$ cat src/design/csr_consts.svh
// constants for the clock source and reset sequencer
// How it works
// - radio gets selected fast clock; peripherals get half-rate enable copy.
// - cpu clock is fast clock divided by 1, 2, 4, 8, 16 or 32.
// - every reset or sleep exit starts the fast clock on the rc oscillator.
// - after wake, auto switch to crystal, wait for software, or stay on rc.
// - never switch to crystal before crystal amplitude ready is seen.
// - slow clock source defaults to internal rc on any chip reset.
// - a chosen slow source persists until the next chip reset.
// - slow mux offers rc, external clock on pin a, crystal on pins a/b.
// - wake timers use only the slow clock; all else uses fast clock.
// - slow rc is counted in peripheral clock ticks for calibration.
// - on power-up or pin release enable both fast oscillators, wait 13 us.
// - regulators turn on only while supply is above default threshold.
// - wait 15 us regulator settle, then 150 us memory init and load.
// - apply loaded threshold, wait 2.5 us, recheck, then release reset.
// - after release the boot search starts, flash first then serial memory.
// - five reset sources: brownout, pin, software, watchdog, supply detect.
// - any system reset returns to start state and holds cpu at vector.
// - fast rc trim value survives speed changes and oscillator disable.
// - supply threshold has eight settings, loaded at power-up, default code 1.
`ifndef CSR_CONSTS_SVH
`define CSR_CONSTS_SVH
// -----------------------------------------------------------------
// timing
// -----------------------------------------------------------------
`define CSR_CLK_MHZ 100
`define CSR_T_RC_START_NS 13000
`define CSR_T_REG_NS 15000
`define CSR_T_MEM_NS 150000
`define CSR_T_PAUSE_NS 2500
`define CSR_CYC(ns) ((((ns) * `CSR_CLK_MHZ) + 999) / 1000)
`define CSR_CNT_W 16
// -----------------------------------------------------------------
// field values
// -----------------------------------------------------------------
`define CSR_THR_DEFAULT 3'h1
`define CSR_DIV_MAX 3'h5
`define CSR_CAL_W 16
`endif

$ cat src/design/csr_pkg.sv
// types for the clock source and reset sequencer
package csr_pkg;
  typedef enum logic [1:0] {CSR_POL_AUTO, CSR_POL_SW, CSR_POL_STAY} csr_policy_t;
  typedef enum logic [1:0] {CSR_SLOW_RC, CSR_SLOW_EXT, CSR_SLOW_XTAL} csr_slow_t;
  typedef enum {CSR_S_RC_WAIT, CSR_S_SUPPLY, CSR_S_REG, CSR_S_MEM, CSR_S_PAUSE,
    CSR_S_CHECK, CSR_S_RUN} csr_seq_t;
endpackage : csr_pkg

$ cat src/design/csr_clock_reset_seq.sv
// clock source selection, dividers and reset release sequencer
`timescale 1ns/100ps
`include "csr_consts.svh"
module csr_clock_reset_seq #(
  parameter int unsigned RC_START_CYC = `CSR_CYC(`CSR_T_RC_START_NS),
  parameter int unsigned REG_CYC = `CSR_CYC(`CSR_T_REG_NS),
  parameter int unsigned MEM_CYC = `CSR_CYC(`CSR_T_MEM_NS),
  parameter int unsigned PAUSE_CYC = `CSR_CYC(`CSR_T_PAUSE_NS)
) (
  // clock and reset
  input wire logic i_clk_sys,
  input wire logic i_rst,
  // reset sources, asynchronous to this clock, through a synchroniser; sleep exit used without one
  input wire logic i_brownout_reset,
  input wire logic i_reset_pin_n,
  input wire logic i_soft_reset,
  input wire logic i_watchdog_reset,
  input wire logic i_supply_detect_reset,
  input wire logic i_sleep_exit,
  // supply monitor and oscillators
  input wire logic i_supply_ok,
  input wire logic i_xtal_amp_ready,
  input wire logic i_slow_rc_clk,
  input wire logic [2:0] i_flash_threshold,
  input wire logic i_flash_load_done,
  // software controls
  input wire logic [1:0] i_policy,
  input wire logic i_sw_switch_req,
  input wire logic [2:0] i_cpu_div_sel,
  input wire logic [1:0] i_slow_src_sel,
  input wire logic i_slow_src_write,
  input wire logic [7:0] i_rc_trim_in,
  input wire logic i_rc_trim_write,
  input wire logic i_cal_start,
  input wire logic [7:0] i_cal_periods,
  // oscillator and regulator controls
  output logic o_rc_osc_en,
  output logic o_xtal_osc_en,
  output logic o_regulator_en,
  output logic [2:0] o_supply_threshold,
  output logic o_fast_src_xtal,
  output logic [7:0] o_rc_trim,
  // clock enables for the consumers
  output logic o_radio_clk_en,
  output logic o_periph_clk_en,
  output logic o_cpu_clk_en,
  // slow clock mux and pin use
  output logic [1:0] o_slow_src,
  output logic o_shared_io_pin_a_clk_use,
  output logic o_shared_io_pin_b_clk_use,
  // reset and status
  output logic o_core_reset,
  output logic o_boot_start,
  output logic o_xtal_ready,
  output logic o_cal_busy,
  output logic [`CSR_CAL_W-1:0] o_cal_count
);
  // -----------------------------------------------------------------
  // state
  // -----------------------------------------------------------------
  typedef struct packed {
    logic [1:0] rst_m;
    logic [1:0] rst_s;
    logic [1:0] xr_m;
    logic [1:0] xr_s;
    logic [1:0] sup_m;
    logic [1:0] sup_s;
    logic [2:0] slo;
    csr_pkg::csr_seq_t seq;
    logic [`CSR_CNT_W-1:0] cnt;
    logic xtal;
    logic sw_pend;
    logic [2:0] thr;
    logic [1:0] slow;
    logic [7:0] trim;
    logic [4:0] div;
    logic [2:0] div_sel;
    logic half;
    logic boot;
    logic cal_busy;
    logic [7:0] cal_left;
    logic [`CSR_CAL_W-1:0] cal_cnt;
  } csr_state_t;

  csr_state_t st;
  csr_state_t next_st;
  logic any_rst;
  logic slow_rise;

  // reset requests from any of the five sources force a restart
  assign any_rst = st.rst_s[1];

  // load a wait counter in cycles
  function automatic logic [`CSR_CNT_W-1:0] csr_ld(input int unsigned cyc);
    csr_ld = `CSR_CNT_W'(cyc - 1);
  endfunction : csr_ld

  // -----------------------------------------------------------------
  // next state
  // -----------------------------------------------------------------
  always_comb begin
    next_st = st;
    // four-stage synchronisers (m then s pair), last stage only is read
    next_st.rst_m = {st.rst_m[0], i_brownout_reset | ~i_reset_pin_n | i_soft_reset |
      i_watchdog_reset | i_supply_detect_reset};
    next_st.rst_s = {st.rst_s[0], st.rst_m[1]};
    next_st.xr_m = {st.xr_m[0], i_xtal_amp_ready};
    next_st.xr_s = {st.xr_s[0], st.xr_m[1]};
    next_st.sup_m = {st.sup_m[0], i_supply_ok};
    next_st.sup_s = {st.sup_s[0], st.sup_m[1]};
    next_st.slo = {st.slo[1:0], i_slow_rc_clk};
    if (st.cnt != '0) begin
      next_st.cnt = st.cnt - `CSR_CNT_W'(1);
    end
    next_st.boot = 1'b0;
    // timed release sequence
    case (st.seq)
      csr_pkg::CSR_S_RC_WAIT: begin
        if (st.cnt == '0) begin
          next_st.seq = csr_pkg::CSR_S_SUPPLY;
        end
      end
      csr_pkg::CSR_S_SUPPLY: begin
        if (st.sup_s[1]) begin
          next_st.seq = csr_pkg::CSR_S_REG;
          next_st.cnt = csr_ld(REG_CYC);
        end
      end
      csr_pkg::CSR_S_REG: begin
        if (!st.sup_s[1]) begin
          next_st.seq = csr_pkg::CSR_S_SUPPLY;
        end else if (st.cnt == '0) begin
          next_st.seq = csr_pkg::CSR_S_MEM;
          next_st.cnt = csr_ld(MEM_CYC);
        end
      end
      csr_pkg::CSR_S_MEM: begin
        if (st.cnt == '0 && i_flash_load_done) begin
          next_st.thr = i_flash_threshold;
          next_st.seq = csr_pkg::CSR_S_PAUSE;
          next_st.cnt = csr_ld(PAUSE_CYC);
        end
      end
      csr_pkg::CSR_S_PAUSE: begin
        if (st.cnt == '0) begin
          next_st.seq = csr_pkg::CSR_S_CHECK;
        end
      end
      csr_pkg::CSR_S_CHECK: begin
        if (st.sup_s[1]) begin
          next_st.seq = csr_pkg::CSR_S_RUN;
          next_st.boot = 1'b1;
        end
      end
      csr_pkg::CSR_S_RUN: begin
        next_st.seq = csr_pkg::CSR_S_RUN;
      end
      default: begin
        next_st.seq = csr_pkg::CSR_S_RC_WAIT;
      end
    endcase
    // fast source: switch only with crystal ready, per policy
    if (i_sw_switch_req) begin
      next_st.sw_pend = 1'b1;
    end
    if (!st.xtal && st.xr_s[1] && st.seq == csr_pkg::CSR_S_RUN) begin
      if (i_policy == 2'(csr_pkg::CSR_POL_AUTO) ||
          (i_policy == 2'(csr_pkg::CSR_POL_SW) && (st.sw_pend || i_sw_switch_req))) begin
        next_st.xtal = 1'b1;
        next_st.sw_pend = 1'b0;
      end
    end
    // a sleep exit returns to the rc source
    if (i_sleep_exit) begin
      next_st.xtal = 1'b0;
      next_st.sw_pend = 1'b0;
    end
    // slow source can be changed once away from rc, then sticks
    if (i_slow_src_write && st.slow == 2'(csr_pkg::CSR_SLOW_RC) &&
        i_slow_src_sel != 2'h3) begin
      next_st.slow = i_slow_src_sel;
    end
    // trim kept in state that no speed or source change touches
    if (i_rc_trim_write) begin
      next_st.trim = i_rc_trim_in;
    end
    // dividers: a single free counter; enables change only at wrap
    next_st.div = st.div + 5'h01;
    next_st.half = ~st.half;
    if (st.div == 5'h1f) begin
      next_st.div_sel = (i_cpu_div_sel > `CSR_DIV_MAX) ? `CSR_DIV_MAX : i_cpu_div_sel;
    end
    // slow rc measured in peripheral ticks
    if (i_cal_start && !st.cal_busy) begin
      next_st.cal_busy = 1'b1;
      next_st.cal_left = i_cal_periods;
      next_st.cal_cnt = '0;
    end else if (st.cal_busy) begin
      if (st.half) begin
        next_st.cal_cnt = st.cal_cnt + `CSR_CAL_W'(1);
      end
      if (slow_rise) begin
        if (st.cal_left <= 8'h01) begin
          next_st.cal_busy = 1'b0;
        end
        next_st.cal_left = st.cal_left - 8'h01;
      end
    end
    // any reset source restarts the sequence on rc
    if (any_rst) begin
      next_st.seq = csr_pkg::CSR_S_RC_WAIT;
      next_st.cnt = csr_ld(RC_START_CYC);
      next_st.xtal = 1'b0;
      next_st.sw_pend = 1'b0;
      next_st.slow = 2'(csr_pkg::CSR_SLOW_RC);
      next_st.thr = `CSR_THR_DEFAULT;
      next_st.cal_busy = 1'b0;
      // a request in the release cycle must not leave a stray boot pulse
      next_st.boot = 1'b0;
    end
  end

  // synchronised slow rc rising edge, second and third stage only
  assign slow_rise = st.slo[1] & ~st.slo[2];

  // -----------------------------------------------------------------
  // register
  // -----------------------------------------------------------------
  always_ff @(posedge i_clk_sys or posedge i_rst) begin
    if (i_rst) begin
      st <= '0;
      st.seq <= csr_pkg::CSR_S_RC_WAIT;
      st.cnt <= `CSR_CNT_W'(RC_START_CYC - 1);
      st.thr <= `CSR_THR_DEFAULT;
    end else begin
      st <= next_st;
    end
  end

  // -----------------------------------------------------------------
  // outputs
  // -----------------------------------------------------------------
  assign o_rc_osc_en = 1'b1;
  assign o_xtal_osc_en = 1'b1;
  assign o_regulator_en = (st.seq != csr_pkg::CSR_S_RC_WAIT) &&
    (st.seq != csr_pkg::CSR_S_SUPPLY);
  assign o_supply_threshold = st.thr;
  assign o_fast_src_xtal = st.xtal;
  assign o_xtal_ready = st.xr_s[1];
  assign o_rc_trim = st.trim;
  // enables are one fast cycle wide, so no shortened phase
  assign o_radio_clk_en = 1'b1;
  assign o_periph_clk_en = st.half;
  assign o_cpu_clk_en = ((st.div & ((5'h01 << st.div_sel) - 5'h01)) == 5'h00);
  // wake timers use this slow selection only
  assign o_slow_src = st.slow;
  assign o_shared_io_pin_a_clk_use = st.slow != 2'(csr_pkg::CSR_SLOW_RC);
  assign o_shared_io_pin_b_clk_use = st.slow == 2'(csr_pkg::CSR_SLOW_XTAL);
  assign o_core_reset = st.seq != csr_pkg::CSR_S_RUN;
  assign o_boot_start = st.boot;
  assign o_cal_busy = st.cal_busy;
  assign o_cal_count = st.cal_cnt;

  // -----------------------------------------------------------------
  // checks
  // -----------------------------------------------------------------
  xtal_gate_a: assert property (@(posedge i_clk_sys) disable iff (i_rst)
    $rose(st.xtal) |-> $past(st.xr_s[1]))
    else $error("crystal chosen before ready");
  rc_after_rst_a: assert property (@(posedge i_clk_sys) disable iff (i_rst)
    any_rst |=> !st.xtal)
    else $error("fast clock not on rc after reset");
  reg_supply_a: assert property (@(posedge i_clk_sys) disable iff (i_rst)
    (st.seq == csr_pkg::CSR_S_SUPPLY && !st.sup_s[1] && !any_rst) |=> !o_regulator_en)
    else $error("regulators on without supply");
  release_chk_a: assert property (@(posedge i_clk_sys) disable iff (i_rst)
    $fell(o_core_reset) |-> $past(st.sup_s[1]) && $past(st.seq == csr_pkg::CSR_S_CHECK))
    else $error("reset released without supply check");
  slow_default_a: assert property (@(posedge i_clk_sys) disable iff (i_rst)
    any_rst |=> o_slow_src == 2'(csr_pkg::CSR_SLOW_RC))
    else $error("slow source not rc after reset");
  slow_sticky_a: assert property (@(posedge i_clk_sys) disable iff (i_rst)
    (st.slow != 2'(csr_pkg::CSR_SLOW_RC) && !any_rst) |=> $stable(st.slow))
    else $error("slow source changed without reset");
  periph_half_a: assert property (@(posedge i_clk_sys) disable iff (i_rst)
    o_periph_clk_en |=> !o_periph_clk_en ##1 o_periph_clk_en)
    else $error("peripheral enable not half rate");
  boot_pulse_a: assert property (@(posedge i_clk_sys) disable iff (i_rst)
    o_boot_start |-> $past(o_core_reset) && !o_core_reset)
    else $error("boot start not at release");
  trim_keep_a: assert property (@(posedge i_clk_sys) disable iff (i_rst)
    !i_rc_trim_write |=> $stable(o_rc_trim))
    else $error("trim lost");
  reset_hold_a: assert property (@(posedge i_clk_sys) disable iff (i_rst)
    any_rst |=> o_core_reset && !o_boot_start)
    else $error("core released during reset request");
  regulator_rise_a: assert property (@(posedge i_clk_sys) disable iff (i_rst)
    $rose(o_regulator_en) |-> $past(st.sup_s[1]))
    else $error("regulators started without supply");
  stay_rc_a: assert property (@(posedge i_clk_sys) disable iff (i_rst)
    (i_policy == 2'(csr_pkg::CSR_POL_STAY) && !st.xtal) |=> !st.xtal)
    else $error("left rc under stay policy");
endmodule : csr_clock_reset_seq

$ cat config.mk
export PLATFORM = sky130hd
export DESIGN_NAME = csr_clock_reset_seq
export DESIGN_NICKNAME = d
export VERILOG_FILES = /design/src/design/csr_pkg.sv /design/src/design/csr_clock_reset_seq.sv
export VERILOG_INCLUDE_DIRS = /design/src /design/src/design
export SDC_FILE = /design/constraint.sdc
export NUM_CORES = 1
export LEC_CHECK = 0
export BUFFER_PORTS_ARGS = -buffer_cell sky130_fd_sc_hd__buf_2
export CAP_MARGIN = 20
export CORE_ASPECT_RATIO = 0.75
export CORE_MARGIN = 2
export CORE_UTILIZATION = 49
export CTS_CLUSTER_SIZE = 10
export DETAILED_ROUTE_END_ITERATION = 10
export HOLD_SLACK_MARGIN = 0.02
export MAX_ROUTING_LAYER = met4
export PLACE_DENSITY = 0.72
export SYNTH_ARGS = -nofsm -noshare
export SYNTH_HDL_FRONTEND = slang
export SYNTH_SLANG_ARGS = --single-unit
$ cat constraint.sdc
create_clock -name i_clk_sys -period 3 [get_ports i_clk_sys]
set_clock_uncertainty 0.15 [all_clocks]
set_input_delay 0.45 -clock i_clk_sys [delete_from_list [all_inputs] [get_ports i_clk_sys]]
set_output_delay 0.45 -clock i_clk_sys [all_outputs]
set_load 0.005 [all_outputs]
-- Word level (Yosys, flattened, before mapping)
Cells that the tools add are included.
- order comparisons: 2
- equality and inequality tests: 19
- multiplexer cells: 28
- add/sub/neg operators: 5
- shift operators: 1
- bitwise gates (word level): 9
- reduce and logical (&&, ||, !) cells: 33
- operator list (cell ; number):
    one-hot mux 32 bit (7 select lines) ; 1
    2-to-1 mux 48 bit ; 3
    2-to-1 mux 32 bit ; 4
    == test 32 x 3 -> 1 bit, second input constant ; 3
    == test 32 x 2 -> 1 bit, second input constant ; 2
    2-to-1 mux 55 bit ; 1
    2-to-1 mux 25 bit ; 2
    2-to-1 mux 16 bit ; 3
    one-hot mux 16 bit (3 select lines) ; 1
    == test 32 x 1 -> 1 bit, second input constant ; 1
    == test 32 x 4 -> 1 bit, second input constant ; 1
    zero test 32 bit ; 1
    != test 32 x 2 -> 1 bit, second input constant ; 1
    != test 32 x 4 -> 1 bit, second input constant ; 1
    nonzero test 32 bit ; 1
    adder 16 x 1 -> 16 bit, second input constant ; 1
    zero test 16 bit ; 1
    nonzero test 16 bit ; 1
    subtractor 16 x 1 -> 16 bit, second input constant ; 1
    != test 3 bit, second input constant ; 5
    nonzero test 2 bit ; 7
    2-to-1 mux 2 bit ; 5
    2-to-1 mux 3 bit ; 3
    2-to-1 mux 9 bit ; 1
    24 further kinds ; 46
- input port bits: 42
- bits in registers: 113
- output and inout bits: 42
- word-level logic and storage cells: 118

-- Logic depth before layout (Yosys ltp)
Gate-level depths: netlist of run 1.
- word-level depth: 7
- mapped depth: 12
- gate-level depth less buffers: 11

-- Least setup slack after synthesis of run 1
No wires, ideal clock.
- kind: reg-to-reg
- start: reg st[61] (netlist name)
- end: reg st[50] (netlist name)
- period minus slack after synthesis: 2.704 ns
- data required time: 2.771 ns
- path slack: 0.296 ns
- path buffers: 2
- cell stages (with the launch flop): 11
- arrival time: 2.475 ns
- setup time: 0.079 ns
- cell sequence: dfrtp_1 -> or4_1 -> buf_2 -> or4_4 -> buf_6 -> nor2_4 -> inv_1 -> ha_1 -> o22a_1 -> o22ai_1 -> nand2_1
- RTL lines (what ; RTL line ; text):
    start: declaration ; csr_clock_reset_seq.sv:85 ; csr_state_t st;
    start signal: assignment ; csr_clock_reset_seq.sv:236 ; st <= next_st;

==> summary.txt, run 1 <==
STATUS
--------------------------------------------------------------------------------------
Run status .............................................................. finished clean

CLOCK TREE
--------------------------------------------------------------------------------------
Worst-Skew Late Latency .................................................      0.34 ns
Hold buffer count at cts ................................................            0
Root cell of the clock tree .............................................    clkbuf_16
CTS tree ................................................................         done
Number of buffers added for setup after CTS .............................            0
Number of buffers added by the clock tree synthesis step ................            9
Clock transition at the registers of the reported paths .................      0.06 ns
H-Tree Depth ............................................................            3
Maximum number of buffers from clock root to sink .......................            2
Clock net sink count ....................................................           84
Number of gates resized after CTS .......................................            0

FLOORPLANNING
--------------------------------------------------------------------------------------
Ports ...................................................................           84
Chip height .............................................................      84.0 um
Die width ...............................................................       111 um
Initial standard-cell utilization of the core ...........................        49.9%
Die area ................................................................ 0.00930 mm^2
Core region area ........................................................ 0.00838 mm^2
Cell Rows ...............................................................           29

YOSYS
--------------------------------------------------------------------------------------
Most common cell in the netlist .........................................      dfrtp_1
Commonest register cell after synthesis .................................      dfrtp_1
Mapped Avg Cell Area ....................................................    10.1 um^2
Flop and latch count out of synthesis ...................................           84
Synth Warn # ............................................................            0
Cells after Synth .......................................................          415
Cell taking the most area after synthesis ...............................      dfrtp_1
Register area share after synthesis .....................................        50.4%
Distinct cells, synth ...................................................           58
Share of flip-flops with an asynchronous set or reset ...................         100%
Share of the synthesized area in the top cell type ......................        46.6%
Biggest area contributors in the synthesized netlist .................... dfrtp_1 47%, buf_4 5.7%, dfstp_2 3.8%
Cell types with the highest counts after synthesis ...................... 78 x dfrtp_1, 36 x nor2_1, 33 x nand2_1
Number of synthesized flops with an enable pin ..........................            0
Post-synthesis instance area ............................................ 0.00419 mm^2

TIMING
--------------------------------------------------------------------------------------
Setup repair after global routing missed its margin .....................        false
Slew at the pin closest to its max-slew limit ...........................     0.775 ns
Final count of hold timing violations ...................................            0
Timing-limited maximum frequency ........................................    0.374 GHz
Max Slew Vio Count ......................................................            0
Relative slew slack .....................................................        48.3%
Sum of negative setup slack .............................................         0 ns
Setup Viol. Count Final .................................................            0
Part of the cycle the worst path needs ..................................        89.1%
Final min period ........................................................      2.67 ns

CELLS AND AREA
--------------------------------------------------------------------------------------
Layout cell share with drive strength beyond 1 ..........................        26.1%
Fin util ................................................................        57.0%
Layout net count ........................................................          516
# diodes ................................................................            0
Synth-to-Final Area Change ..............................................        14.1%

CRITICAL PATH
--------------------------------------------------------------------------------------
CP max-delay cell .......................................................        or4_4
Ordered list of cells on the worst path ................................. or4_1 > or4_4 > nor2_4 > inv_1 > ha_1 > o22a_1 > o22ai_1 > nand2_1
Number of buffers and inverters on the critical path ....................            1
Worst setup SP type .....................................................         flop
Category of the worst setup path capture point ..........................         flop
Crit Path Max Fanout ....................................................            8
Critical path start-end classification .................................. flop to flop
Crit-path leading delay family .......................................... simple AND/OR/NAND/NOR gates
Arrival time of data at the critical path endpoint ......................      2.79 ns
CP Data Required Time ...................................................      3.12 ns
Maximum cell stage delay along the critical path ........................      0.58 ns

ROUTE
--------------------------------------------------------------------------------------
Overall via count from detail_route .....................................        3,121
Remaining antenna violation count .......................................            0
Starting DRT DRC Count ..................................................          194
Number of detailed-routing iterations run before antenna repair .........            4
Final wirelength ........................................................      8090 um
Wirelength per Cell .....................................................      14.0 um
Remaining DRCs ..........................................................            0
Average vias per placed instance ........................................         5.39

PLACEMENT
--------------------------------------------------------------------------------------
Buffers added on ports ..................................................           80
Detail Placement HPWL ...................................................      5740 um
Weighted congestion reported at the end of routability-driven placement .        0.890

PWR
--------------------------------------------------------------------------------------
Static leakage ..........................................................      2.16 nW
Pwr/cell area ...........................................................  509 mW/mm^2
Worst supply voltage drop on vdd ........................................     0.443 mV

GLOBAL ROUTE
--------------------------------------------------------------------------------------
Vias in the first global route ..........................................        3,004
Global-route wire length before repair ..................................    14,300 um
Pin count of the biggest net entering global routing ....................           85
Total global routing track utilization ..................................        19.6%
Total overflow reported by the global router ............................            0
Antenna violations before repair ........................................            0

WORST HOLD PATH
--------------------------------------------------------------------------------------
HP Class ................................................................ input port to async pin

FLOW RUN
--------------------------------------------------------------------------------------
Count of max-cap constraint violations ..................................            0

-- layer usage --
metal  track usage (%)  part of all wire, %
met1              27.4                   48
met2              27.2                   43
met3              6.03                  7.7
met4              6.48                 0.99
met5                 -                    0
-- placed cells by master (no fill, tap or decap), drive strengths merged, types with 11 or more instances in the layout --
master and n:
a21oi 23, buf 85, clkbuf 13, dfrtp 78, inv 15, mux2 11, nand2 33, nand3 12
nor2 37, nor3 19, o21ai 13, xnor2 14, xor2 11
-- cell families (layout without fill, tap and decap cells) --
logic type	count (synthesis)	after routing	share of synthesized area, %
AND/OR/NAND/NOR	149	149	18.2
flip-flops	84	84	50.4
AO/OA/AOI/OAI	75	75	12.0
buffers and inverters	62	116	8.67
XOR/XNOR	25	25	5.23
multiplexers	11	11	2.96
adder cells (fa/ha/maj)	8	8	2.39
other	1	3	0.0896
-- flip-flops by register name (all words and copies together) (netlist names) --
signal	cells
o_fast_src_xtal	1
any_rst	1
o_slow_src	2
o_xtal_ready	1
o_cal_busy	1
o_cal_count	16
o_periph_clk_en	1
o_boot_start	1
next_st	11
st	38
o_supply_threshold	3
o_rc_trim	8
-- worst register-to-register path, stage by stage (launching register included) --
cell     delay [ns]
dfrtp_1        0.41
or4_1          0.54
or4_4          0.58
nor2_4         0.16
inv_1          0.07
ha_1           0.29
o22a_1         0.20
o22ai_1        0.14
nand2_1        0.07
-- worst paths after layout --
| path | endpoint | startpoint | cells after the start | slack (ns) |
|---|---|---|---|---|
| setup / recovery | st[50] | st[61] | 8 | 0.33 |
| min in group i_clk_sys | next_st[104] | i_supply_ok | 1 | 0.07 |
| hold / removal | next_st[112] | i_rst | 3 | 0.04 |
| hold reg to reg | next_st[106] | next_st[105] | 0 | 0.19 |
| max in group asynchronous | o_supply_threshold[0] | i_rst | 3 | 2.29 |
| setup reg to reg | st[50] | st[61] | 8 | 0.33 |
-- stage by stage --
stage	cell area, um^2	setup WS (ns)	total power [mW]	hold slack, ns	cells
floorplan	4190	0.245	1.30	0.181	417
finish	4780	0.326	2.43	0.0411	579
CTS	4780	0.332	2.48	0.0510	579
global placement	4470	0.380	1.34	0.183	563
detailed placement	4470	0.342	1.35	0.185	563
global route	4780	0.232	2.54	0.0494	579
-- power by group --
| part | switching, mW | internal, mW |
|---|---|---|
| Clock | 0.417 | 0.692 |
| Sequential | 0.0232 | 1.17 |
| Combinational | 0.0719 | 0.0629 |
-- layout make-up --
class | count | area, um^2
well taps | 108 | 135
clock buffers | 13 | 260
fillers | 708 | 3600
repair buffers | 85 | 450
clock inverters | 3 | 43.8
flip-flops and latches | 84 | 2110
multi-input cells | 271 | 1720
inverters | 15 | 57.6
No activity file was read; power rests on OpenSTA's default activity.
==> run 2, diff against run 1 <==
CORE_UTILIZATION = 55   (was 49)
PLACE_DENSITY = 0.8   (was 0.72)
==> run 2 against run 1 <==
  * Cell count down 1.4%
  * Clock-buffer cell count decreased by 4
  * Critical path depth unchanged
  * Sequential share of layout area rose by 0.92 points
  * Core utilization grew 6.5 points
  * First-iteration DRC count shrank 8.2%
  * Clock power down 19%
  * Critical endpoint unchanged
  * Largest power group unchanged
==> summary.txt, run 2 (synthesis results as in run 1) <==
ROUTE
--------------------------------------------------------------------------------------
Number of detailed-routing iterations run before antenna repair .........            4
Average vias per placed instance ........................................         5.55
Remaining DRCs ..........................................................            0
Final wirelength ........................................................      8240 um
Overall via count from detail_route .....................................        3,167
Remaining antenna violation count .......................................            0
Starting DRT DRC Count ..................................................          178
Wirelength per Cell .....................................................      14.4 um

WORST HOLD PATH
--------------------------------------------------------------------------------------
HP Class ................................................................ input port to async pin

CELLS AND AREA
--------------------------------------------------------------------------------------
Layout cell share with drive strength beyond 1 ..........................        26.4%
Layout net count ........................................................          515
Largest register FFs ....................................................           38
Commonest non-fill, non-tap cell in the layout ..........................        buf_2
# diodes ................................................................            0
Register name with the most flops .......................................           st
Synth-to-Final Area Change ..............................................        11.8%
Post-route standard cell area excluding fillers ......................... 0.00468 mm^2
Number of fillers in the final layout ...................................          628
Commonest cells after routing, fill and taps aside ...................... 80 x buf_2, 78 x dfrtp_1, 36 x nor2_1

TIMING
--------------------------------------------------------------------------------------
Final min period ........................................................      2.76 ns
Timing-limited maximum frequency ........................................    0.362 GHz
Setup repair after global routing missed its margin .....................        false
Setup Viol. Count Final .................................................            0
Max Slew Vio Count ......................................................            0
Final count of hold timing violations ...................................            0
Sum of negative setup slack .............................................         0 ns
Relative slew slack .....................................................        47.9%
Part of the cycle the worst path needs ..................................        92.0%
Slew at the pin closest to its max-slew limit ...........................     0.782 ns

PLACEMENT
--------------------------------------------------------------------------------------
Buffers added on ports ..................................................           80
Weighted congestion reported at the end of routability-driven placement .        0.933
Detail Placement HPWL ...................................................      5930 um
Placed cell area ........................................................ 0.00446 mm^2

CLOCK TREE
--------------------------------------------------------------------------------------
Root cell of the clock tree .............................................     clkbuf_8
Number of buffers added for setup after CTS .............................            0
Hold buffer count at cts ................................................            0
CTS tree ................................................................         done
Number of gates resized after CTS .......................................            0
H-Tree Depth ............................................................            3
Worst-Skew Late Latency .................................................      0.35 ns
Maximum number of buffers from clock root to sink .......................            2
Number of buffers added by the clock tree synthesis step ................            9
Clock net sink count ....................................................           84
Clock transition at the registers of the reported paths .................      0.09 ns

FLOORPLANNING
--------------------------------------------------------------------------------------
Chip height .............................................................      79.5 um
Initial standard-cell utilization of the core ...........................        56.8%
Die area ................................................................ 0.00833 mm^2
Cell Rows ...............................................................           27
Core region area ........................................................ 0.00736 mm^2
Die width ...............................................................       105 um
Ports ...................................................................           84

GLOBAL ROUTE
--------------------------------------------------------------------------------------
Antenna violations before repair ........................................            0
Global-route wire length before repair ..................................    14,100 um
Total global routing track utilization ..................................        21.9%
Pin count of the biggest net entering global routing ....................           44
Total overflow reported by the global router ............................            0
Vias in the first global route ..........................................        3,002

CRITICAL PATH
--------------------------------------------------------------------------------------
CP startpoint ...........................................................       st[61]
Worst setup SP type .....................................................         flop
R2R Path End ............................................................       st[50]
CP Data Required Time ...................................................      3.14 ns
Cells on worst reg2reg path .............................................            8
Crit Path Max Fanout ....................................................            8
FF-to-FF Start ..........................................................       st[61]
Critical path start-end classification .................................. flop to flop
Arrival time of data at the critical path endpoint ......................      2.90 ns
End point of the critical path ..........................................       st[50]
Category of the worst setup path capture point ..........................         flop
R2R setup slack .........................................................      0.24 ns

PWR
--------------------------------------------------------------------------------------
Pwr/cell area ...........................................................  475 mW/mm^2
Static leakage ..........................................................      2.12 nW
Worst supply voltage drop on vdd ........................................     0.365 mV

FLOW RUN
--------------------------------------------------------------------------------------
Count of max-cap constraint violations ..................................            0

STATUS
--------------------------------------------------------------------------------------
Run status .............................................................. finished clean

[run 2: worst min-delay path by stage]
stage                     startpoint      endpoint
floorplan               next_st[110]       any_rst
global placement         next_st[99]  next_st[100]
detailed placement      next_st[112]  next_st[109]
CTS                 i_xtal_amp_ready  next_st[108]
global route           i_slow_rc_clk   next_st[99]
finish                         i_rst  next_st[112]
[run 2: routing by layer]
metal / global-route usage, % / share of wire [%] / vias up
li1: - / - / 1523
met1: 30.0 / 47 / 1523
met2: 32.7 / 45 / 117
met3: 6.20 / 7.2 / 4
met4: 5.07 / 0.62 / 0
met5: - / 0 / -
[run 2: through the flow]
| step | total power [mW] | setup WS, ns | utilization [%] | std cells | hold WS [ns] |
|---|---|---|---|---|---|
| after global placement | 1.34 | 0.376 | 60.5 | 555 | 0.181 |
| after detailed placement | 1.35 | 0.264 | 60.5 | 555 | 0.185 |
| after CTS | 2.25 | 0.258 | 63.5 | 571 | 0.0286 |
| after floorplan | 1.30 | 0.245 | - | 417 | 0.181 |
| final | 2.22 | 0.239 | 63.5 | 571 | 0.0400 |
| after global routing | 2.32 | 0.154 | 63.5 | 571 | 0.0276 |
[run 2: critical path, cell delays in order (launching register included)]
cell     delay, ns
dfrtp_1       0.42
or4_1         0.56
or4_4         0.58
nor2_4        0.16
inv_1         0.08
ha_1          0.30
o22a_1        0.20
o22ai_1       0.17
nand2_1       0.08
[run 2: final cells by class]
| cell class | count | area [um^2] | share of cell area [%] |
|---|---|---|---|
| clock buffer | 9 | 124 | 2.65 |
| clock inverter | 7 | 98.8 | 2.11 |
| inverter | 15 | 57.6 | 1.23 |
| multi-input combinational | 271 | 1720 | 36.8 |
| sequential | 84 | 2110 | 45.1 |
| tap | 101 | 126 | 2.70 |
| timing repair buffer | 84 | 443 | 9.47 |
[run 2: power by group]
part / internal [mW] / switching, mW
logic: 0.0628 / 0.0725
clock network: 0.476 / 0.420
registers: 1.16 / 0.0251
